==> src/common/adcc_pkg.sv <==
// Shared constants, register map and types of the converter control block.
`default_nettype none
package adcc_pkg;
  // ---------------------------------------------------------------
  // Register byte offsets on the APB bus.
  // ---------------------------------------------------------------
  localparam int unsigned APB_AW = 8;
  localparam logic [7:0] OFF_CTRL = 8'h00;     // Channel select.
  localparam logic [7:0] OFF_CFG = 8'h04;      // Mode and compare setup.
  localparam logic [7:0] OFF_STATUS = 8'h08;   // Sticky events, write one to clear.
  localparam logic [7:0] OFF_MASK = 8'h0c;     // Interrupt enables.
  localparam logic [7:0] OFF_RES_HI = 8'h10;   // Result high register.
  localparam logic [7:0] OFF_RES_LO = 8'h14;   // Result low register.
  localparam logic [7:0] OFF_COMPARE = 8'h18;  // Compare value.
  localparam logic [7:0] OFF_PIN_DIS = 8'h1c;  // Upper pin control register.
  // ---------------------------------------------------------------
  // Field positions and special channel codes.
  // ---------------------------------------------------------------
  localparam int unsigned CH_W = 5;
  localparam logic [4:0] CH_OFF = 5'h1f;       // All ones switches the converter off.
  localparam logic [4:0] TEMP_CH = 5'h1a;      // Internal temperature sensor.
  localparam logic [4:0] BANDGAP_CH = 5'h1b;   // Internal bandgap reference.
  localparam int unsigned CFG_CMP_EN_BIT = 2;
  localparam int unsigned CFG_CMP_GE_BIT = 3;
  localparam int unsigned ST_DONE_BIT = 0;
  localparam int unsigned ST_CMP_BIT = 1;
  localparam int unsigned ST_BUSY_BIT = 2;
  localparam logic [3:0] RAW_BITS_WIDE = 4'hc;
  localparam logic [3:0] RAW_BITS_NARROW = 4'h9;
  // ---------------------------------------------------------------
  // Reset values.
  // ---------------------------------------------------------------
  localparam logic [4:0] CTRL_RST = 5'h1f;
  localparam logic [3:0] CFG_RST = 4'h0;
  localparam logic [1:0] MASK_RST = 2'h0;
  localparam logic [11:0] CMP_RST = 12'h000;
  localparam logic [7:0] PIN_RST = 8'h00;
  // ---------------------------------------------------------------
  // Timing: comparator settle time per approximation step.
  // ---------------------------------------------------------------
  localparam int unsigned CLK_PERIOD_PS = 5000;
  localparam int unsigned SETTLE_PS = 15000;
  localparam int unsigned SETTLE_CYC = (SETTLE_PS + CLK_PERIOD_PS - 1) / CLK_PERIOD_PS;
  // ---------------------------------------------------------------
  // Types.
  // ---------------------------------------------------------------
  typedef enum logic [1:0] {
    MODE_8 = 2'h0,
    MODE_12 = 2'h1,
    MODE_10 = 2'h2
  } adcc_mode_t;
  typedef enum logic [2:0] {
    ST_IDLE = 3'b001,
    ST_CONV = 3'b010,
    ST_STORE = 3'b100
  } adcc_state_t;
endpackage
`default_nettype wire

==> src/logic/adcc_sar.sv <==
// Successive approximation sequencer: one trial bit per settle period.
`default_nettype none
module adcc_sar
  import adcc_pkg::*;
#(
  parameter int unsigned W = 12,
  parameter int unsigned SETTLE = SETTLE_CYC
) (
  input wire logic clk,
  input wire logic rst_n,
  input wire logic start,
  input wire logic abort,
  input wire logic [3:0] nbits,
  input wire logic cmp_hi,
  output logic [W-1:0] trial,
  output logic [W-1:0] result,
  output logic done,
  output logic busy
);
  // ---------------------------------------------------------------
  // Elaboration checks.
  // ---------------------------------------------------------------
  if (W < 9 || W > 15 || SETTLE < 1 || SETTLE > 255) begin : g_bad
    $error("adcc_sar: unsupported width or settle count");
  end

  // ---------------------------------------------------------------
  // Step decode.
  // ---------------------------------------------------------------
  logic [3:0] idx;        // Bit under trial.
  logic [7:0] wcnt;       // Settle counter.
  logic [3:0] nb_q;       // Raw width of the running conversion.
  // Trials run from the top bit down, so a short result stays left aligned on the DAC.
  // That way a nine-bit conversion still spans the full input range.
  wire [3:0] stop_idx = 4'(W) - nb_q;
  wire [W-1:0] one = {{(W-1){1'b0}}, 1'b1};
  wire [W-1:0] bit_mask = one << idx;
  wire last_wait = (wcnt == 8'(SETTLE - 1));
  // Keep the trial bit only if the input is at or above the trial level.
  wire [W-1:0] decided = cmp_hi ? trial : (trial & ~bit_mask);

  // The settle count must cover the two-stage comparator synchroniser.
  always_ff @(posedge clk or negedge rst_n) begin
    if (!rst_n) begin
      busy <= 1'b0;
      idx <= 4'h0;
      wcnt <= 8'h00;
      trial <= '0;
      result <= '0;
      done <= 1'b0;
    end else begin
      done <= 1'b0;
      if (start) begin
        busy <= 1'b1;
        idx <= 4'(W - 1);
        wcnt <= 8'h00;
        trial <= {1'b1, {(W-1){1'b0}}};
      end else if (abort) begin
        // Parking the DAC code at zero keeps the array quiet.
        busy <= 1'b0;
        trial <= '0;
      end else if (busy && !last_wait) begin
        wcnt <= wcnt + 8'h01;
      end else if (busy) begin
        wcnt <= 8'h00;
        if (idx == stop_idx) begin
          busy <= 1'b0;
          done <= 1'b1;
          // The result leaves right justified, whatever its width.
          result <= decided >> stop_idx;
          trial <= '0;
        end else begin
          idx <= idx - 4'h1;
          trial <= decided | (bit_mask >> 1);
        end
      end
    end
  end

  // ---------------------------------------------------------------
  // Checks: conversion length follows the raw width.
  // ---------------------------------------------------------------
  logic [15:0] cyc;       // Edges since start.
  always_ff @(posedge clk or negedge rst_n) begin
    if (!rst_n) begin
      cyc <= 16'h0000;
      nb_q <= 4'h0;
    end else if (start) begin
      cyc <= 16'h0000;
      nb_q <= nbits;
    end else if (busy) begin
      cyc <= cyc + 16'h0001;
    end
  end
endmodule
`default_nettype wire

==> src/logic/adcc_top.sv <==
// Converter control: APB registers, conversion sequencing, result placement.
// What this block does
// RQ1 - Off during reset or all-ones channel select.
// RQ2 - Idle at lowest power between conversions.
// RQ3 - Twelve- and ten-bit modes make twelve raw bits.
// RQ4 - Eight-bit mode makes nine raw bits.
// RQ5 - Ten-bit mode rounds, fills high and low.
// RQ6 - Eight-bit mode rounds, fills low only.
// RQ7 - Set done flag after store; interrupt if enabled.
// RQ8 - Compare enabled checks every result against compare.
// RQ9 - Upper pin bits disable I/O of channels 16-23.
// RQ10 - Temperature sensor sits on channel 26.
// RQ11 - Bandgap reference sits on channel 27.
// RQ12 - Software uses long sample, slow clock for sensor.
// RQ13 - Writing a live channel starts a conversion.
`default_nettype none
module adcc_top
  import adcc_pkg::*;
(
  input wire logic clk,
  input wire logic rst_b,
  input wire logic psel,
  input wire logic penable,
  input wire logic pwrite,
  input wire logic [APB_AW-1:0] paddr,
  input wire logic [31:0] pwdata,
  output logic [31:0] prdata,
  output logic pready,
  output logic pslverr,
  input wire logic cmp_in,
  output logic [11:0] sar_trial,
  output logic [4:0] mux_sel,
  output logic analog_en,
  output logic temp_sensor_en,
  output logic bandgap_en,
  output logic [7:0] pin_io_disable,
  output logic irq
);
  // ---------------------------------------------------------------
  // Reset release and comparator synchroniser.
  // ---------------------------------------------------------------
  logic [1:0] rst_sync;   // Reset release pipeline.
  logic cmp_meta;         // First stage, read only by cmp_hi.
  logic cmp_hi;           // Comparator level, safe to use.
  wire rst_n = rst_sync[1];

  // Reset asserts at once and releases two edges later.
  always_ff @(posedge clk or negedge rst_b) begin
    if (!rst_b) begin
      rst_sync <= 2'b00;
    end else begin
      rst_sync <= {rst_sync[0], 1'b1};
    end
  end

  // The comparator is asynchronous to this clock.
  always_ff @(posedge clk or negedge rst_n) begin
    if (!rst_n) begin
      cmp_meta <= 1'b0;
      cmp_hi <= 1'b0;
    end else begin
      cmp_meta <= cmp_in;
      cmp_hi <= cmp_meta;
    end
  end

  // ---------------------------------------------------------------
  // Registers and bus decode.
  // ---------------------------------------------------------------
  logic [3:0] cfg;            // Mode, compare enable, compare sense.
  logic [2:0] status;         // Busy, compare hit, done.
  logic [1:0] mask;           // Bit 0 is the done interrupt enable.
  logic [7:0] result_high;    // Result high register.
  logic [7:0] result_low;     // Result low register.
  logic [11:0] compare;       // Compare value.
  adcc_state_t state;         // Sequencer state.
  adcc_state_t next_state;    // Next sequencer state.
  adcc_mode_t conv_mode;      // Mode latched at conversion start.
  logic conv_cmp_en;          // Compare enable latched at start.

  wire setup = psel && !penable;
  wire acc_we = psel && penable && pready && pwrite;
  wire hit_ctrl = (paddr == OFF_CTRL);
  wire hit_cfg = (paddr == OFF_CFG);
  wire hit_status = (paddr == OFF_STATUS);
  wire hit_mask = (paddr == OFF_MASK);
  wire hit_hi = (paddr == OFF_RES_HI);
  wire hit_lo = (paddr == OFF_RES_LO);
  wire hit_cmp = (paddr == OFF_COMPARE);
  wire hit_pin = (paddr == OFF_PIN_DIS);
  wire mapped = hit_ctrl || hit_cfg || hit_status || hit_mask || hit_hi || hit_lo
    || hit_cmp || hit_pin;
  wire wr_ctrl = acc_we && hit_ctrl;
  wire wr_pin = acc_we && hit_pin;
  // A live channel write starts, an all-ones write stops.
  wire start = wr_ctrl && (pwdata[4:0] != CH_OFF);
  wire abort = wr_ctrl && (pwdata[4:0] == CH_OFF);
  wire [4:0] next_mux = wr_ctrl ? pwdata[4:0] : mux_sel;
  wire [1:0] w1c = (acc_we && hit_status) ? pwdata[1:0] : 2'b00;

  // Read multiplexer; unused bits read as zero.
  wire [31:0] rd_mux =
    hit_ctrl ? {27'h0, mux_sel} :
    hit_cfg ? {28'h0, cfg} :
    hit_status ? {29'h0, status} :
    hit_mask ? {30'h0, mask} :
    hit_hi ? {24'h0, result_high} :
    hit_lo ? {24'h0, result_low} :
    hit_cmp ? {20'h0, compare} :
    hit_pin ? {24'h0, pin_io_disable} : 32'h0;

  // Ready rises for the first access cycle, so every transfer has no wait.
  always_ff @(posedge clk or negedge rst_n) begin
    if (!rst_n) begin
      pready <= 1'b0;
      prdata <= 32'h0;
      pslverr <= 1'b0;
    end else begin
      pready <= setup;
      prdata <= setup ? rd_mux : 32'h0;
      pslverr <= setup && !mapped;
    end
  end

  // Plain software registers.
  always_ff @(posedge clk or negedge rst_n) begin
    if (!rst_n) begin
      mux_sel <= CTRL_RST;
      cfg <= CFG_RST;
      mask <= MASK_RST;
      compare <= CMP_RST;
      pin_io_disable <= PIN_RST;
    end else begin
      mux_sel <= next_mux;
      if (acc_we && hit_cfg) cfg <= pwdata[3:0];
      if (acc_we && hit_mask) mask <= pwdata[1:0];
      if (acc_we && hit_cmp) compare <= pwdata[11:0];
      if (wr_pin) pin_io_disable <= pwdata[7:0]; // [RQ9]
    end
  end

  // ---------------------------------------------------------------
  // Approximation engine.
  // ---------------------------------------------------------------
  wire [3:0] eng_nbits = (adcc_mode_t'(cfg[1:0]) == MODE_8) ? RAW_BITS_NARROW :
    RAW_BITS_WIDE; // [RQ3] [RQ4]
  wire [11:0] eng_result;
  wire eng_done;
  wire eng_busy;

  adcc_sar #(
    .W(12),
    .SETTLE(SETTLE_CYC)
  ) adcc_sar_i (
    .clk(clk),
    .rst_n(rst_n),
    .start(start),
    .abort(abort),
    .nbits(eng_nbits),
    .cmp_hi(cmp_hi),
    .trial(sar_trial),
    .result(eng_result),
    .done(eng_done),
    .busy(eng_busy)
  );

  // ---------------------------------------------------------------
  // Rounding and placement.
  // ---------------------------------------------------------------
  // Rounding saturates at full scale rather than wrapping to zero.
  wire [12:0] sum10 = {1'b0, eng_result} + 13'h0002;
  wire [9:0] r10 = sum10[12] ? 10'h3ff : sum10[11:2]; // [RQ5]
  wire [9:0] sum8 = {1'b0, eng_result[8:0]} + 10'h001;
  wire [7:0] r8 = sum8[9] ? 8'hff : sum8[8:1]; // [RQ6]
  wire [7:0] next_hi = (conv_mode == MODE_10) ? {6'h00, r10[9:8]} :
    (conv_mode == MODE_8) ? 8'h00 : {4'h0, eng_result[11:8]};
  wire [7:0] next_lo = (conv_mode == MODE_10) ? r10[7:0] :
    (conv_mode == MODE_8) ? r8 : eng_result[7:0];
  wire store = (state == ST_CONV) && eng_done;
  wire [11:0] stored_val = {result_high[3:0], result_low};
  wire cmp_ge = stored_val >= compare;
  wire cmp_hit = cfg[CFG_CMP_GE_BIT] ? cmp_ge : !cmp_ge;

  // Result registers change only when a conversion ends.
  always_ff @(posedge clk or negedge rst_n) begin
    if (!rst_n) begin
      result_high <= 8'h00;
      result_low <= 8'h00;
    end else if (store) begin
      result_high <= next_hi; // [RQ5] [RQ6]
      result_low <= next_lo;
    end
  end

  // ---------------------------------------------------------------
  // Sequencer.
  // ---------------------------------------------------------------
  // A channel write always wins, so a running conversion restarts cleanly.
  always_comb begin
    next_state = state;
    if (wr_ctrl) begin
      next_state = start ? ST_CONV : ST_IDLE; // [RQ1] [RQ13]
    end else begin
      unique case (state)
        ST_IDLE: next_state = ST_IDLE;
        ST_CONV: next_state = eng_done ? ST_STORE : ST_CONV; // [RQ3] [RQ4]
        ST_STORE: next_state = ST_IDLE; // [RQ2]
        default: next_state = ST_IDLE;
      endcase
    end
  end

  // Analog parts are powered only while converting; idle is the low power state.
  always_ff @(posedge clk or negedge rst_n) begin
    if (!rst_n) begin
      state <= ST_IDLE;
      conv_mode <= MODE_8;
      conv_cmp_en <= 1'b0;
      analog_en <= 1'b0;
      temp_sensor_en <= 1'b0;
      bandgap_en <= 1'b0;
    end else begin
      state <= next_state;
      if (start) conv_mode <= adcc_mode_t'(cfg[1:0]);
      if (start) conv_cmp_en <= cfg[CFG_CMP_EN_BIT];
      analog_en <= (next_state == ST_CONV); // [RQ1] [RQ2]
      temp_sensor_en <= (next_state == ST_CONV) && (next_mux == TEMP_CH); // [RQ10]
      bandgap_en <= (next_state == ST_CONV) && (next_mux == BANDGAP_CH); // [RQ11]
    end
  end

  // ---------------------------------------------------------------
  // Events and interrupt.
  // ---------------------------------------------------------------
  wire set_done = (state == ST_STORE); // [RQ7]
  wire set_cmp = (state == ST_STORE) && conv_cmp_en && cmp_hit; // [RQ8]

  // A new event beats a clear in the same cycle.
  always_ff @(posedge clk or negedge rst_n) begin
    if (!rst_n) begin
      status <= 3'b000;
      irq <= 1'b0;
    end else begin
      status[ST_DONE_BIT] <= (status[ST_DONE_BIT] && !w1c[0]) || set_done;
      status[ST_CMP_BIT] <= (status[ST_CMP_BIT] && !w1c[1]) || set_cmp;
      status[ST_BUSY_BIT] <= (next_state == ST_CONV);
      irq <= |(status[1:0] & mask); // [RQ7]
    end
  end
endmodule
`default_nettype wire

==> config.mk <==
export PLATFORM = sky130hd
export DESIGN_NAME = adcc_top
export DESIGN_NICKNAME = d
export VERILOG_FILES = /design/src/common/adcc_pkg.sv /design/src/logic/adcc_sar.sv /design/src/logic/adcc_top.sv
export SDC_FILE = /design/constraint.sdc
export NUM_CORES = 1
export LEC_CHECK = 0
export BUFFER_PORTS_ARGS = -buffer_cell sky130_fd_sc_hd__buf_2
export CAP_MARGIN = 10
export CORE_UTILIZATION = 60
export CTS_CLUSTER_DIAMETER = 80
export CTS_CLUSTER_SIZE = 24
export DETAILED_ROUTE_END_ITERATION = 10
export PLACE_DENSITY = 0.84
export SETUP_SLACK_MARGIN = 0.02
export SLEW_MARGIN = 20
export SYNTH_ARGS = -nofsm -noshare
export SYNTH_HDL_FRONTEND = slang
export SYNTH_SLANG_ARGS = --single-unit
==> constraint.sdc <==
create_clock -name clk -period 10.1 [get_ports clk]
set_clock_uncertainty 0.1 [all_clocks]
set_input_delay 1.01 -clock clk [delete_from_list [all_inputs] [get_ports clk]]
set_output_delay 1.01 -clock clk [all_outputs]
set_load 0.01 [all_outputs]
Word level (Yosys, flattened, before mapping)
Index checks and enable logic that the tools add are counted.
{"block": "totals", "reg_bits": 120, "input_bits": 46, "output_inout_bits": 63, "wordCells": 159}
{"block": "classes", "add_sub_neg": 5, "n_lt_le_gt_ge": 1, "eq_ne": 21, "shift": 2, "muxes": 48, "bitwise_logic": 7, "n_reduce_logical": 47}
{"operator": "2-to-1 mux 12 bit", "n": 14}
{"operator": "2-to-1 mux 8 bit", "n": 8}
{"operator": "equality test 8 x 5 -> 1 bit (second input constant)", "n": 4}
{"operator": "2-to-1 mux 4 bit", "n": 7}
{"operator": "logical AND 1 bit", "n": 21}
{"operator": "equality test 8 x 4 -> 1 bit (second input constant)", "n": 2}
{"operator": "equality test 5 bit (second input constant)", "n": 3}
{"operator": "adder 12 x 2 -> 13 bit (second input constant)", "n": 1}
{"operator": "bitwise AND 12 bit", "n": 1}
{"operator": "greater-or-equal comparator 12 bit", "n": 1}
{"operator": "2-to-1 mux 3 bit", "n": 4}
{"operator": "NOT 12 bit", "n": 1}
{"operator": "bitwise OR 12 x 11 -> 12 bit", "n": 1}
{"operator": "left shift 1 x 4 -> 12 bit (first input constant)", "n": 1}
{"operator": ">> shifter 12 x 4 -> 12 bit", "n": 1}
{"operator": "2-to-1 mux 1 bit", "n": 11}
{"operator": "adder 9 x 1 -> 10 bit (second input constant)", "n": 1}
{"operator": "2-to-1 mux 10 bit", "n": 1}
{"operator": "logical OR 1 bit", "n": 9}
{"operator": "adder 8 x 1 -> 8 bit (second input constant)", "n": 1}
{"operator": "equality test 8 x 2 -> 1 bit (second input constant)", "n": 1}
{"operator": "equality test 8 x 3 -> 1 bit (second input constant)", "n": 1}
{"operator": "zero test 8 bit", "n": 1}
{"operator": "equality test 3 x 2 -> 1 bit (second input constant)", "n": 2}
{"operator": "other kinds (20)", "n": 33}

Depth between registers and ports, before layout
{"block": "logic_depth", "depth_word": 10, "ltp_mapped": 8, "ltp_nobuf": 7}

By module
A second synthesis with hierarchy kept.
{"block": "unflattened", "cells_unflattened": 686, "hier_area_um2": 6764.0}
{"module": "adcc_top", "n_inst": 1, "cells_per_inst": 415, "area_per_inst_um2": 4026.4, "seq_area_each_um2": 1834.3}
{"module": "adcc_sar", "n_inst": 1, "cells_per_inst": 271, "area_per_inst_um2": 2737.6, "seq_area_each_um2": 1051.0}

Worst setup path after synthesis
No wires, ideal clock.
{"block": "synth_path", "path_kind": "input -> register", "startpoint": "in paddr[1]", "endpoint": "reg adcc_sar_i.result[10]", "setup_ns": 0.118, "arrival_time_ns": 2.652, "t_required_ns": 9.882, "slack_ns": 7.230, "stages": 6, "path_buffers": 1, "path_cell_list": "or4_4 or4_4 o211ai_2 buf_4 nor3_1 a21o_1"}
{"block": "synth_via", "elab_chain_cells": 5, "elab_cells_between_ends": 7, "classes_between": "2 x bitwise; 5 x reduce/logical"}
{"element": "from (decl)", "line": "adcc_top.sv:25", "source": "input wire logic [APB_AW-1:0] paddr,"}
{"element": "zero test 8 bit *", "line": "adcc_top.sv:83", "source": "wire hit_ctrl = (paddr == OFF_CTRL);"}
{"element": "logical AND 1 bit *", "line": "adcc_top.sv:93", "source": "wire wr_ctrl = acc_we && hit_ctrl;"}
{"element": "logical AND 1 bit (on tied branches)", "line": "adcc_top.sv:97, adcc_top.sv:96"}
{"element": "NOT 1 bit (no line)"}
{"element": "AND reduction 5 bit (no line) *"}
{"element": "to (signal assigned)", "line": "adcc_sar.sv:70", "source": "result <= decided >> stop_idx;"}
{"element": "to (decl)", "line": "adcc_sar.sv:16", "source": "output logic [W-1:0] result,"}
Mark *: on every way between the ends. The rest lies on a longest branch, timed or not.
A chain may end at the register's enable or synchronous reset.

Worst setup path after layout
{"block": "layout_path", "startpoint": "in paddr[1]", "endpoint": "reg bandgap_en"}
{"block": "layout_via", "elab_chain_cells": 7, "elab_cells_between_ends": 9, "classes_between": "2 x eq/ne; 3 x mux; 4 x reduce/logical"}
{"element": "zero test 8 bit *", "line": "adcc_top.sv:83"}
{"element": "logical AND 1 bit *", "line": "adcc_top.sv:93"}
{"element": "logical AND 1 bit", "line": "adcc_top.sv:96", "source": "wire start = wr_ctrl && (pwdata[4:0] != CH_OFF);"}
{"element": "2-to-1 mux 2 bit", "line": "adcc_top.sv:202", "source": "next_state = start ? ST_CONV : ST_IDLE;"}
{"element": "2-to-1 mux 3 bit", "line": "adcc_top.sv:201", "source": "if (wr_ctrl) begin"}
{"element": "equality test 3 x 2 -> 1 bit", "line": "adcc_top.sv:228", "source": "bandgap_en <= (next_state == ST_CONV) && (next_mux == BANDGAP_CH);"}
{"element": "logical AND 1 bit *", "line": "adcc_top.sv:228"}
{"element": "to (signal assigned)", "line": "adcc_top.sv:228"}
{"element": "to (decl)", "line": "adcc_top.sv:35", "source": "output logic bandgap_en,"}
Marks and branches as above.

==> flow_metrics.env <==
export IMPL_min_period_ps=3270
export IMPL_area_delta_synth_final_pct=14.7
export IMPL_yosysSeqAreaShare_pct=44.2
export IMPL_synth_distinct_cells=70
export IMPL_postCtsSetupBuffers=0
export IMPL_yosysWarnings=0
export IMPL_finalWorstSetupSlack_ps=6830
export IMPL_synthTopCellsByArea="dfrtp_1 (42%), nand2_1 (5.1%), mux2_2 (4.7%)"
export IMPL_start_util_pct=62.4
export IMPL_gp_congestion=0.946
export IMPL_hold_class="flop to async pin"
export IMPL_clockBufferDepth=2
export IMPL_htreeDepth=4
export IMPL_overflow=0
export IMPL_power_total_mw=1.14
export IMPL_start_kind="input pin"
export IMPL_rsz0062_at_grt="false"
export IMPL_yosys_area_top_type="dfrtp_1"
export IMPL_worstPathMaxFanout=17
export IMPL_p_sw_share_pct=21.6
export IMPL_row_count=37
export IMPL_cts_sinks=114
export IMPL_clk_pin_slew_ps=60
export IMPL_die_width_microns=106
export IMPL_drcViolationCount=0
export IMPL_synth_edff_count=0
export IMPL_syn_inst=680
export IMPL_grt_start_max_net_pins=86
export IMPL_yosysMostFrequentCell="dfrtp_1"
export IMPL_fmax_ghz=0.306
export IMPL_synth_ff_type="dfrtp_1"
export IMPL_synth_common_cells="dfrtp_1 (108), nand2_1 (88), nor2_1 (47)"
export IMPL_cts_resized_gates=0
export IMPL_syn_area_sq_um=6470
export IMPL_dr_total_vias=5547
export IMPL_seqCellArea_sq_um=2860
export IMPL_portBuffers=68
export IMPL_slew_viol_final=0
export IMPL_required_ps=10380
export IMPL_end_kind="flop"
export IMPL_synthArstFlopShare_pct=100
export IMPL_setup_violations=0
export IMPL_hold_viol_final=0
export IMPL_hpwlAfterDp_microns=11000
export IMPL_power_per_cell_area_nw_per_um2=154
export IMPL_nFillCells=741
export IMPL_drive_gt1_share_pct=20.1
export IMPL_wl_per_cell_microns=18.3
export IMPL_r2r_start="adcc_sar_i.nb_q[0]"
export IMPL_routed_wl_microns=16100
export IMPL_cts_hold_buf=0
export IMPL_seq_power_share_pct=40.8
export IMPL_cts_tree="built"
export IMPL_diodes=0
export IMPL_fin_util_pct=71.5
export IMPL_post_place_ws_ps=6040
export IMPL_multiInputGateArea_sq_um=3280
export IMPL_grt_total_usage_pct=30.6
export IMPL_ir_drop_v=0.000131
export IMPL_numCtsBuffers=17
export IMPL_fin_hold_ws_ps=147
export IMPL_grt_pass1_vias=5356
export IMPL_grt_pass1_wl_microns=26600
export IMPL_antenna_left=0
export IMPL_root_buffer="clkbuf_8"
export IMPL_fin_crit_sh_pct=32.3
export IMPL_worstSetupPathType="input pin to flop"
export IMPL_io_pins=109
export IMPL_syn_avg_cell_area_sq_um=9.52
export IMPL_power_internal_mw=0.896
export IMPL_synth_top_cell_area_share_pct=41.8
export IMPL_switchingPower_mw=0.247
export IMPL_core_sq_um=10400
export IMPL_finalSetupTns_ps=0
export IMPL_drtIter0Drc=425
export IMPL_critPathArrivalTime_ps=3540
export IMPL_antenna_found_initial=0
export IMPL_reg2reg_slack_ps=6860
export IMPL_firstDrtPassIters=5
export IMPL_outcome="finished clean"
export IMPL_comb_power_share_pct=3.8
export IMPL_p_leak_nw=3.60
export IMPL_tightest_slew_ps=1030
export IMPL_pwr_share_clk_pct=55.4
export IMPL_vias_per_cell=6.30
export IMPL_maxCapViolations=0
export IMPL_die_area_sq_um=11200
export IMPL_die_y_microns=106
export IMPL_clk_latency_ps=520
export IMPL_slew_headroom_pct=31.4
export IMPL_nets=800
export IMPL_synth_seq_cells=114
export IMPL_critPathLaunch="paddr[1]"
[worst max-delay path, cell delays in order]
cell and delay [ps]:
buf_2 110, or4_4 580, nor4_4 600, nand2_1 560
a31oi_1 570, a21oi_1 90
[power groups by stage]
stage | Sequential [mW] | Clock [mW] | Combinational [mW]
floorplan | 0.478 | 0 | 0.0284
global placement | 0.474 | 0 | 0.0410
detailed placement | 0.474 | 0 | 0.0420
CTS | 0.467 | 0.639 | 0.0425
global route | 0.467 | 0.662 | 0.0480
finish | 0.466 | 0.633 | 0.0431
[through the flow]
stage | instance area, sq um | cells
after floorplan | 6540 | 699
after global placement | 6770 | 849
after detailed placement | 6770 | 849
after CTS | 7410 | 881
after global routing | 7420 | 881
final | 7420 | 881
[worst paths after layout]
kind / end / depth (start not counted)
setup / recovery: bandgap_en / 6
hold / removal: temp_sensor_en / 0
setup reg to reg: adcc_sar_i.result[1] / 6
hold reg to reg: temp_sensor_en / 0
max in group asynchronous: adcc_sar_i.result[4] / 1
min in group clk: cmp_hi / 0
[flip-flops by register name (all words and copies together) (netlist names), 3 cells and up]
| name | cells |
|---|---|
| prdata | 12 |
| compare | 12 |
| adcc_sar_i.idx | 4 |
| state | 3 |
| adcc_sar_i.result | 12 |
| result_low | 8 |
| result_high | 4 |
| adcc_sar_i.wcnt | 8 |
| mux_sel | 5 |
| adcc_sar_i.trial | 12 |
| cfg | 4 |
| pin_io_disable | 8 |
| adcc_sar_i.nb_q | 3 |
[area by class of cell]
class | instances | share of cell area (%)
clock buffers | 20 | 6.14
clock inverters | 12 | 2.41
inverters | 32 | 1.62
multi-input cells | 498 | 44.2
flip-flops and latches | 114 | 38.6
well taps | 136 | 2.29
repair buffers | 69 | 4.74
[kinds of logic after synthesis]
logic type / share of synthesized area [%]
AOI/OAI and AO/OA: 16.2
xor gates and xnor gates: 2.38
adders and majority gates: 4.25
buffers and inverters: 6.36
DFF: 44.2
muxes: 7.17
other: 0.116
and+or+nand+nor: 19.3
[placed cells by master, fill, tap and decap left out, types with 5 or more instances in the layout]
cell / count
dfrtp_1: 107
nand2_1: 88
buf_2: 68
nor2_1: 47
inv_1: 32
o21ai_0: 30
nand3_1: 27
mux2_2: 27
ha_1: 22
a21oi_1: 21
conb_1: 21
a22oi_1: 18
clkbuf_16: 16
nor2b_1: 14
nor3_1: 14
a21o_1: 11
xnor2_1: 11
a22o_1: 9
and3_1: 8
nand4_1: 7
a31oi_1: 7
mux2i_1: 7
or3_1: 6
o21ai_1: 6
dfstp_2: 6
nand3b_1: 5
nand4bb_1: 5
o211ai_1: 5
[per-layer routing]
| metal | global-route usage (%) | vias to the layer above | part of all wire, % | wire length, microns |
|---|---|---|---|---|
| li1 | - | 2516 | - | - |
| met3 | 7.17 | 57 | 7.1 | 1140 |
| met1 | 38.7 | 2695 | 41 | 6550 |
| met2 | 49.3 | 279 | 48 | 7780 |
| met5 | 0 | - | 0 | 0 |
| met4 | 15.4 | 0 | 4.1 | 663 |
Note: power is estimated with default switching activity, not from simulation.
